[src/rtl/sipes_pkg.sv]
// Purpose: constants and types of the sample input port and exponent scaler
// Assumes: one 10 MHz clock, classic Wishbone register access
// Notes: register offsets are indices; the byte address is four times that
package sipes_pkg;
    localparam int MANT_W = 16; // mantissa width
    localparam int EXP_W = 3; // exponent and bias width
    localparam int INTEG_W = 40; // first integrator width
    localparam int ADR_W = 12; // wishbone byte address width
    localparam int IDX_W = 10; // register index width
    localparam logic [IDX_W-1:0] MODE_IDX = 10'h300; // input mode register
    localparam logic [IDX_W-1:0] CTRL_IDX = 10'h305; // exponent control
    localparam logic [IDX_W-1:0] STAT_IDX = 10'h306; // status, read only
    localparam int BIAS_LSB = 5; // bias field position
    localparam int DIR_BIT = 4; // direction flag position
    localparam int STAT_CNT_LSB = 16; // accepted count field position
    localparam logic [EXP_W-1:0] EXP_TOP = 3'h7; // inverted exponent base
    localparam logic [7:0] CTRL_RST = 8'h00; // control reset value
    localparam int CLK_PERIOD_NS = 100; // processing clock period

    // input mode codes
    typedef enum logic [1:0] {
        SIPES_SINGLE_REAL = 2'b00,
        SIPES_DIVERSITY = 2'b01,
        SIPES_COMPLEX = 2'b10,
        SIPES_RESERVED = 2'b11
    } sipes_mode_e;

    // one captured input word
    typedef struct packed {
        logic signed [MANT_W-1:0] mant;
        logic [EXP_W-1:0] gain_range_code;
        logic strobe;
    } sipes_sample_s;

    // first integrator sums
    typedef struct packed {
        logic signed [INTEG_W-1:0] i_sum;
        logic signed [INTEG_W-1:0] q_sum;
    } sipes_integ_s;
endpackage

[src/rtl/sipes_top.sv]
// Purpose: input port, exponent scaler and first integrator of the receiver
// Assumes: adc pins and oscillator words are synchronous to clk_i
// Notes: three stages: capture, scale and qualify, integrate
`timescale 1ns/1ns
module sipes_top (
    input wire logic clk_i,
    input wire logic rst_i,
    input wire logic wb_cyc_i,
    input wire logic wb_stb_i,
    input wire logic wb_we_i,
    input wire logic [sipes_pkg::ADR_W-1:0] wb_adr_i,
    input wire logic [3:0] wb_sel_i,
    input wire logic [31:0] wb_dat_i,
    output logic [31:0] wb_dat_o,
    output logic wb_ack_o,
    input wire sipes_pkg::sipes_sample_s pin_i,
    input wire logic signed [sipes_pkg::MANT_W-1:0] cos_i,
    input wire logic signed [sipes_pkg::MANT_W-1:0] sin_i,
    output logic signed [sipes_pkg::MANT_W-1:0] sample_o,
    output logic sample_valid_o,
    output logic channel_a_o,
    output sipes_pkg::sipes_integ_s integ_o,
    output logic integ_done_o
);
    import sipes_pkg::*;

    // registers
    sipes_mode_e mode_reg; // input mode
    logic [EXP_W-1:0] exponent_bias_reg; // bias added to exponent
    logic exponent_direction_flag_reg; // invert exponent direction
    sipes_sample_s in_reg; // pins latched on the rising edge
    logic prev_strobe_reg; // strobe level of the previous capture
    logic i_held_reg; // in-phase sample waits for its partner
    logic [15:0] acc_cnt_reg; // accepted samples, wraps
    logic [31:0] rd_data_reg; // read data
    logic ack_reg; // bus answer
    logic signed [MANT_W-1:0] sample_reg; // scaled sample
    logic valid_reg; // scaled sample is new
    logic chan_a_reg; // tag of the scaled sample
    sipes_integ_s integ_reg; // first integrator sums
    logic done_reg; // sums complete for downstream

    // bus decode
    wire logic [IDX_W-1:0] idx_w = wb_adr_i[ADR_W-1:2];
    wire logic bus_req_w = wb_cyc_i && wb_stb_i && !ack_reg;
    wire logic wr_w = bus_req_w && wb_we_i && wb_sel_i[0];
    wire logic wr_mode_w = wr_w && (idx_w == MODE_IDX);
    wire logic wr_ctrl_w = wr_w && (idx_w == CTRL_IDX);

    // read mux; unmapped indices read as zero
    wire logic [31:0] mode_rd_w = {30'h0, mode_reg};
    wire logic [31:0] ctrl_rd_w = {24'h0, exponent_bias_reg,
        exponent_direction_flag_reg, 4'h0};
    wire logic [31:0] stat_rd_w = {acc_cnt_reg, 14'h0, chan_a_reg,
        i_held_reg};
    wire logic [31:0] rd_mux_w = (idx_w == MODE_IDX) ? mode_rd_w :
        (idx_w == CTRL_IDX) ? ctrl_rd_w :
        (idx_w == STAT_IDX) ? stat_rd_w : 32'h0;

    // mode decode; the reserved code behaves as single real
    wire logic single_w = (mode_reg == SIPES_SINGLE_REAL) ||
        (mode_reg == SIPES_RESERVED);
    wire logic cplx_w = (mode_reg == SIPES_COMPLEX);

    // acceptance: enable level in single real, edge of strobe otherwise
    wire logic toggled_w = (in_reg.strobe != prev_strobe_reg);
    wire logic accept_w = single_w ? in_reg.strobe : toggled_w;

    // shift amount wraps in three bits, so the modulo is free
    wire logic [EXP_W-1:0] fwd_shift_w =
        EXP_W'(in_reg.gain_range_code + exponent_bias_reg);
    wire logic [EXP_W-1:0] inv_shift_w =
        EXP_W'(EXP_TOP - in_reg.gain_range_code + exponent_bias_reg);
    wire logic [EXP_W-1:0] shift_w = exponent_direction_flag_reg ?
        inv_shift_w : fwd_shift_w;
    // arithmetic shift keeps the sign of the mantissa
    wire logic signed [MANT_W-1:0] scaled_w = in_reg.mant >>> shift_w;

    // mixer products of the scaled sample and the oscillator
    wire logic signed [2*MANT_W-1:0] p_cos_w = sample_reg * cos_i;
    wire logic signed [2*MANT_W-1:0] p_sin_w = sample_reg * sin_i;
    wire logic signed [INTEG_W-1:0] x_cos_w = INTEG_W'(p_cos_w);
    wire logic signed [INTEG_W-1:0] x_sin_w = INTEG_W'(p_sin_w);
    // quadrature half of the complex multiply
    wire logic q_phase_w = cplx_w && !chan_a_reg;
    wire logic signed [INTEG_W-1:0] i_add_w = q_phase_w ?
        -x_sin_w : x_cos_w;
    wire logic signed [INTEG_W-1:0] q_add_w = q_phase_w ?
        x_sin_w : x_sin_w;
    wire logic signed [INTEG_W-1:0] q_term_w = q_phase_w ?
        x_cos_w : q_add_w;

    // register writes and bus answer
    always_ff @(posedge clk_i) begin
        if (rst_i) begin
            mode_reg <= SIPES_SINGLE_REAL;
            exponent_bias_reg <= CTRL_RST[BIAS_LSB +: EXP_W];
            exponent_direction_flag_reg <= CTRL_RST[DIR_BIT];
            ack_reg <= 1'b0;
            rd_data_reg <= 32'h0;
        end else begin
            // ack lasts one cycle, so the next request waits a cycle
            ack_reg <= bus_req_w;
            if (bus_req_w) begin
                rd_data_reg <= rd_mux_w;
            end
            if (wr_mode_w) begin
                mode_reg <= sipes_mode_e'(wb_dat_i[1:0]);
            end
            if (wr_ctrl_w) begin
                exponent_bias_reg <= wb_dat_i[BIAS_LSB +: EXP_W];
                exponent_direction_flag_reg <= wb_dat_i[DIR_BIT];
            end
        end
    end

    // capture stage: every edge latches the pins, no enable
    always_ff @(posedge clk_i) begin
        if (rst_i) begin
            in_reg <= '0;
            prev_strobe_reg <= 1'b0;
        end else begin
            in_reg <= pin_i;
            prev_strobe_reg <= in_reg.strobe;
        end
    end

    // scale stage: only accepted samples move forward
    always_ff @(posedge clk_i) begin
        if (rst_i) begin
            sample_reg <= '0;
            valid_reg <= 1'b0;
            chan_a_reg <= 1'b0;
            acc_cnt_reg <= 16'h0;
        end else begin
            valid_reg <= accept_w;
            if (accept_w) begin
                sample_reg <= scaled_w;
                chan_a_reg <= in_reg.strobe;
                acc_cnt_reg <= acc_cnt_reg + 16'h1;
            end
        end
    end

    // first integrator: real data each sample, complex over two samples
    always_ff @(posedge clk_i) begin
        if (rst_i) begin
            integ_reg <= '0;
            done_reg <= 1'b0;
            i_held_reg <= 1'b0;
        end else begin
            // a complex pair completes only on its quadrature half
            done_reg <= valid_reg && !(cplx_w && chan_a_reg);
            if (valid_reg) begin
                integ_reg.i_sum <= integ_reg.i_sum + i_add_w;
                integ_reg.q_sum <= integ_reg.q_sum + q_term_w;
                i_held_reg <= cplx_w && chan_a_reg;
            end
        end
    end

    // outputs straight from flip-flops
    assign wb_ack_o = ack_reg;
    assign wb_dat_o = rd_data_reg;
    assign sample_o = sample_reg;
    assign sample_valid_o = valid_reg;
    assign channel_a_o = chan_a_reg;
    assign integ_o = integ_reg;
    assign integ_done_o = done_reg;
endmodule

[config.mk]
export PLATFORM = sky130hd
export DESIGN_NAME = sipes_top
export DESIGN_NICKNAME = d
export VERILOG_FILES = /design/src/rtl/sipes_pkg.sv /design/src/rtl/sipes_top.sv
export SDC_FILE = /design/constraint.sdc
export NUM_CORES = 2
export LEC_CHECK = 0
export BUFFER_PORTS_ARGS = -buffer_cell sky130_fd_sc_hd__buf_2
export CAP_MARGIN = 20
export CORE_MARGIN = 2
export CORE_UTILIZATION = 60
export CTS_CLUSTER_DIAMETER = 40
export CTS_CLUSTER_SIZE = 30
export DETAILED_ROUTE_END_ITERATION = 12
export GPL_TIMING_DRIVEN = 1
export PLACE_DENSITY = 0.85
export SYNTH_ARGS = -nofsm -noshare
export SYNTH_HDL_FRONTEND = slang
export SYNTH_SLANG_ARGS = --single-unit
[constraint.sdc]
create_clock -name clk_i -period 13.6 [get_ports clk_i]
set_input_delay 0.68 -clock clk_i [delete_from_list [all_inputs] [get_ports clk_i]]
set_output_delay 0.68 -clock clk_i [all_outputs]
set_load 0.01 [all_outputs]
# Word-level counts from Yosys, hierarchy flattened
# Cells that the tools add are included.
classes:
  order_cmp: 0
  add_sub_neg: 7
  div_mod_pow: 0
  shift: 1
  n_mul: 2
  n_reduce_logical: 14
  n_eq_ne: 6
  n_bitwise: 0
  muxes: 7
ops:
  columns: ["op", "n"]
  rows:
  - ["2-to-1 mux 32 bit", 3]
  - ["adder 40 bit", 2]
  - ["2-to-1 mux 40 bit", 2]
  - ["multiplier 16 x 16 -> 32 bit", 2]
  - ["negation 32 -> 40 bit", 1]
  - ["equality test 10 bit, second input constant", 3]
  - ["adder 16 x 1 -> 16 bit, second input constant", 1]
  - [">>> shifter 16 x 3 -> 16 bit", 1]
  - ["logical AND 1 bit", 9]
  - ["adder 3 bit", 2]
  - ["equality test 2 bit, second input constant", 2]
  - ["zero test 1 bit", 3]
  - ["2-to-1 mux 3 bit", 1]
  - ["subtractor 3 bit, first input constant", 1]
  - ["zero test 2 bit", 1]
  - ["logical OR 1 bit", 1]
  - ["2-to-1 mux 1 bit", 1]
  - ["inequality test 1 bit", 1]
word_totals:
  ramBits: 0
  memories: 0
  latch_bits: 0
  word_cells: 54
  input_bits: 105
  output_inout_bits: 132
  reg_bits: 176
  mem_bits_ro: 0

# Depth between registers and ports, before layout
logic_depth:
  depth_word: 5
  ltp_mapped: 40
  mapped_depth_nobuf: 39

# Worst setup path before layout
# OpenSTA, ideal clock, no wires.
synth_path:
  kind: "input to register"
  startpoint: "in sin_i[1] in the netlist's numbering"
  endpoint: "reg integ_reg (netlist bit integ_o[79])"
  arrival_time_ns: 9.568
  required_ns: 13.533
  cell_stages: 36
  setup_time_ns: 0.067
  setup_slack_ns: 3.964
  n_path_buf: 2
  path_cell_list: "clkbuf_1 > nand2_1 > inv_1 > fa_1 > fa_1 > fa_1 > fa_1 > fa_1 > inv_1 > fa_1 > inv_1 > ha_1 > a21oi_1 > o211ai_1 > o21a_1 > or2_2 > o31ai_2 > xor2_1 > or2b_1 > or3_1 > or3_4 > or3b_4 > nor2_2 > o21ai_1 > ha_1 > clkbuf_1 > nand3_1 > nand2_1 > a21oi_1 > o21a_1 > o31ai_1 > a311o_1 > or3_1 > o22a_2 > a21o_1 > a21oi_2"
synth_via:
  elab_chain_cells: 4
synth_lines:
  columns: ["item", "line_no", "text"]
  rows:
  - ["from (decl)", "sipes_top.sv:18", "input wire logic signed [sipes_pkg::MANT_W-1:0] sin_i,"]
  - ["multiplier 16 x 16 -> 32 bit", "sipes_top.sv:81", "wire logic signed [2*MANT_W-1:0] p_sin_w = sample_reg * sin_i;"]
  - ["negation 32 -> 40 bit", "sipes_top.sv:87", "-x_sin_w : x_cos_w;"]
  - ["2-to-1 mux 40 bit", "sipes_top.sv:86", "wire logic signed [INTEG_W-1:0] i_add_w = q_phase_w ?"]
  - ["adder 40 bit", "sipes_top.sv:155", "integ_reg.i_sum <= integ_reg.i_sum + i_add_w;"]
  - ["to (decl)", "sipes_top.sv:40", "sipes_integ_s integ_reg;"]
# No other way between the ends.
# A chain may end at the register's enable or synchronous reset.

# Worst setup path in the final report
layout_path:
  startpoint: "reg sample_reg[5], in the netlist sample_o[5]"
  endpoint: "reg integ_reg (netlist bit integ_o[79])"
layout_via:
  elab_chain_cells: 4
  word_cells_on_any_way: 5
  classes_between: "2 x add/sub; 2 x mul; 1 x mux"
layout_lines:
  columns: ["item", "line_no", "text"]
  rows:
  - ["from (decl)", "sipes_top.sv:37", "logic signed [MANT_W-1:0] sample_reg;"]
  - ["from (signal assigned)", "sipes_top.sv:138", "sample_reg <= scaled_w;"]
  - ["multiplier 16 x 16 -> 32 bit", "sipes_top.sv:81", null]
  - ["negation 32 -> 40 bit", "sipes_top.sv:87", null]
  - ["2-to-1 mux 40 bit *", "sipes_top.sv:86", null]
  - ["adder 40 bit *", "sipes_top.sv:155", null]
# Every way passes the cells marked *; elsewhere a longest branch is shown, timed or not.

==> impl_metrics.py <==
metrics = {
    "clock_network": {
        "cts_tree": "yes",
        "post_cts_buffers": 0,
        "htreeDepth": 4,
        "clock-sinks": 166,
        "clkTransAtPathRegs_ns": 0.08,
        "numCtsBuffers": 17,
        "root_buffer": "clkbuf_16",
        "clockBufferDepth": 2,
        "hold_buffers": 0,
        "worstSkewPairLatency_ns": 0.46,
        "cts_resized": 0,
    },
    "worst_setup_path": {
        "crit_family": "compound AO/OA/AOI/OAI gates",
        "cp.depth": 31,
        "rr_worst_depth": 31,
        "rr_endpoint": "integ_o[79]",
        "critical_path_buf_inv_count": 2,
        "slowest_stage": "dfxtp_1",
        "crit_end": "integ_o[79]",
        "end_kind": "flip-flop",
        "worstPathMaxFanout": 16,
        "regToRegSetupSlack_ns": 2.63,
        "worstSetupStartpoint": "sample_o[5]",
        "worst-endpoint-required_ns": 13.98,
        "startpoint_type": "flip-flop",
        "arrival_ns": 11.35,
        "path_common_cell": "fa_1",
        "crit_type": "reg2reg",
        "r2r_start": "sample_o[5]",
        "slowest_delay_ns": 0.95,
    },
    "global_route": {
        "overflow": 0,
        "first_global_vias": 26223,
        "grtUsageTotal_pct": 29.44,
        "antenna_found_initial": 7,
        "grt_max_degree": 101,
        "grt_first_pass_wirelength_microns": 128200,
    },
    "floorplanning": {
        "io_pins": 237,
        "die_w_microns": 232.2,
        "initial_core_util_pct": 60.79,
        "die_y_microns": 232.2,
        "die-area_sq_um": 53920,
        "row_count": 83,
        "core_sq_um": 51410,
    },
    "synthesis": {
        "synth_top_area_cell": "fa_1",
        "ys_ff_latch": 166,
        "synthTopCellsByArea": "fa_1 (34%), dfxtp_1 (11%), ha_1 (9.9%)",
        "netlist.area_leader.share_pct": 33.82,
        "synthesis.area_sq_um": 31250,
        "yosys.cell_types.count": 89,
        "yosysMostFrequentCell": "inv_1",
        "avgSynthCellArea_sq_um": 8.588,
        "async_flop_share_pct": 0,
        "synth_edf_count": 0,
        "synth.yosys.seq_area_share_pct": 10.63,
        "synth_ff_type": "dfxtp_1",
        "synth_common_cells": "inv_1 (604), fa_1 (528), nand2_1 (432)",
        "ys_warn_count": 0,
        "postSynthCellCount": 3639,
    },
    "status": {
        "status": "completed",
    },
    "layout": {
        "largest_register_ffs": 80,
        "post-route-util_pct": 64.81,
        "drive_above_1_share_pct": 7.957,
        "nFillCells": 4023,
        "fin_nets": 4613,
        "stdcell_count": 4432,
        "area_growth_pct": 6.618,
    },
    "sta": {
        "post-route-min-period_ns": 10.97,
        "setup_violations": 0,
        "hold_viol": 0,
        "worst-slew-pin-transition_ns": 1.069,
        "rsz0062_at_grt": "no",
        "relSlewSlack_pct": 28.72,
        "clock.fmax_mhz": 91.16,
        "final.setup.tns_ns": 0,
        "period_share_pct": 80.66,
        "slew_violations": 0,
        "whs_ns": 0.4326,
        "finalWorstSetupSlack_ns": 2.630,
        "finClkSkew_ns": 0.02099,
    },
    "route": {
        "wl_per_cell_microns": 17.22,
        "final_antenna_net_count": 0,
        "remaining_drc_errors": 0,
        "finalWirelength_microns": 76310,
        "dr.pass1.iters": 6,
        "num_vias": 25396,
        "via_per_inst": 5.730,
        "drt_iter0_markers": 1733,
    },
    "worst_hold_path": {
        "hp-class": "in2reg",
    },
    "power_and_ir_drop": {
        "cellPowerDensity_nw_per_um2": 187.7,
        "power_leakage_nw": 16.41,
        "peakVddDrop_v": 0.0001834,
    },
    "placed_design": {
        "place_inst": 4393,
        "pre_cts_ws_ns": 2.737,
        "io_buffer_count": 195,
        "gp_congestion": 0.9376,
        "dp_hpwl_microns": 61560,
    },
    "run": {
        "drv_cap": 0,
    },
}
cell families (layout without fill, tap and decap cells):
kind of cell | after synthesis | count (layout) | share of synthesized area [%]
AOI/OAI and AO/OA | 512 | 512 | 10.51
xor gates and xnor gates | 172 | 172 | 4.821
adders and majority gates | 776 | 776 | 43.75
buffers and inverters | 761 | 858 | 9.261
DFF | 166 | 166 | 10.63
muxes | 101 | 101 | 3.303
other | 1 | 17 | 0.01200
and+or+nand+nor | 1150 | 1150 | 17.71
layer usage:
metal  global-route usage [%]  share of wire (%)  routed length, microns  vias to the layer above
met5                        0                  0                       0                        -
met4                    12.08                4.2                    3230                        0
met3                    4.568                6.2                    4757                      224
met2                    51.99                 50                   38530                      903
met1                    35.77                 39                   29790                    12571
li1                         -                  -                       -                    11698
cell usage in the layout (no fill, tap or decap), types with 24 or more instances in the layout:
cell type / count
nor2b_1: 40
buf_4: 28
dfxtp_1: 165
a211oi_1: 25
nor3_1: 24
nor2_1: 238
xnor2_1: 108
mux2i_1: 93
fa_1: 528
and2_1: 225
buf_2: 194
nand2_1: 432
ha_1: 248
o21ai_0: 127
inv_1: 604
a21o_1: 53
a21oi_1: 139
nand2b_1: 45
nand3_1: 51
xor2_1: 62
worst min path at each step:
| stage | from | to | slack [ns] | cells past startpoint |
|---|---|---|---|---|
| global placement | in_reg[0] | prev_strobe_reg | 0.46 | 1 |
| floorplan | i_held_reg | i_held_reg | 0.45 | 2 |
| detailed placement | wb_dat_o[4] | wb_dat_o[4] | 0.46 | 1 |
| global route | pin_i[10] | in_reg[10] | 0.43 | 2 |
| finish | pin_i[8] | in_reg[8] | 0.43 | 2 |
| CTS | pin_i[8] | in_reg[8] | 0.42 | 2 |
power by group:
part | switching (mW) | internal [mW]
registers | 0.0684 | 0.551
logic | 3.10 | 2.06
clock network | 0.239 | 0.245
total | 3.40 | 2.85
cell type report:
cell class	count	area [sq um]	share of cell area, %
Antenna cell	7	17.52	0.05257
Clock buffer	17	425.4	1.277
Clock inverter	15	153.9	0.4619
Inverter	604	2267	6.805
Multi-Input combinational cell	2721	25100	75.32
Sequential cell	166	3327	9.985
Tap cell	680	850.8	2.554
Timing Repair Buffer	222	1181	3.545
metrics by stage:
step | power (mW) | cell area, sq um
after floorplan | 4.480 | 31280
after global placement | 5.579 | 32720
after detailed placement | 5.693 | 32720
after CTS | 6.215 | 33300
after global routing | 6.871 | 33320
final | 6.254 | 33320
(Power assumes the default switching activity.)
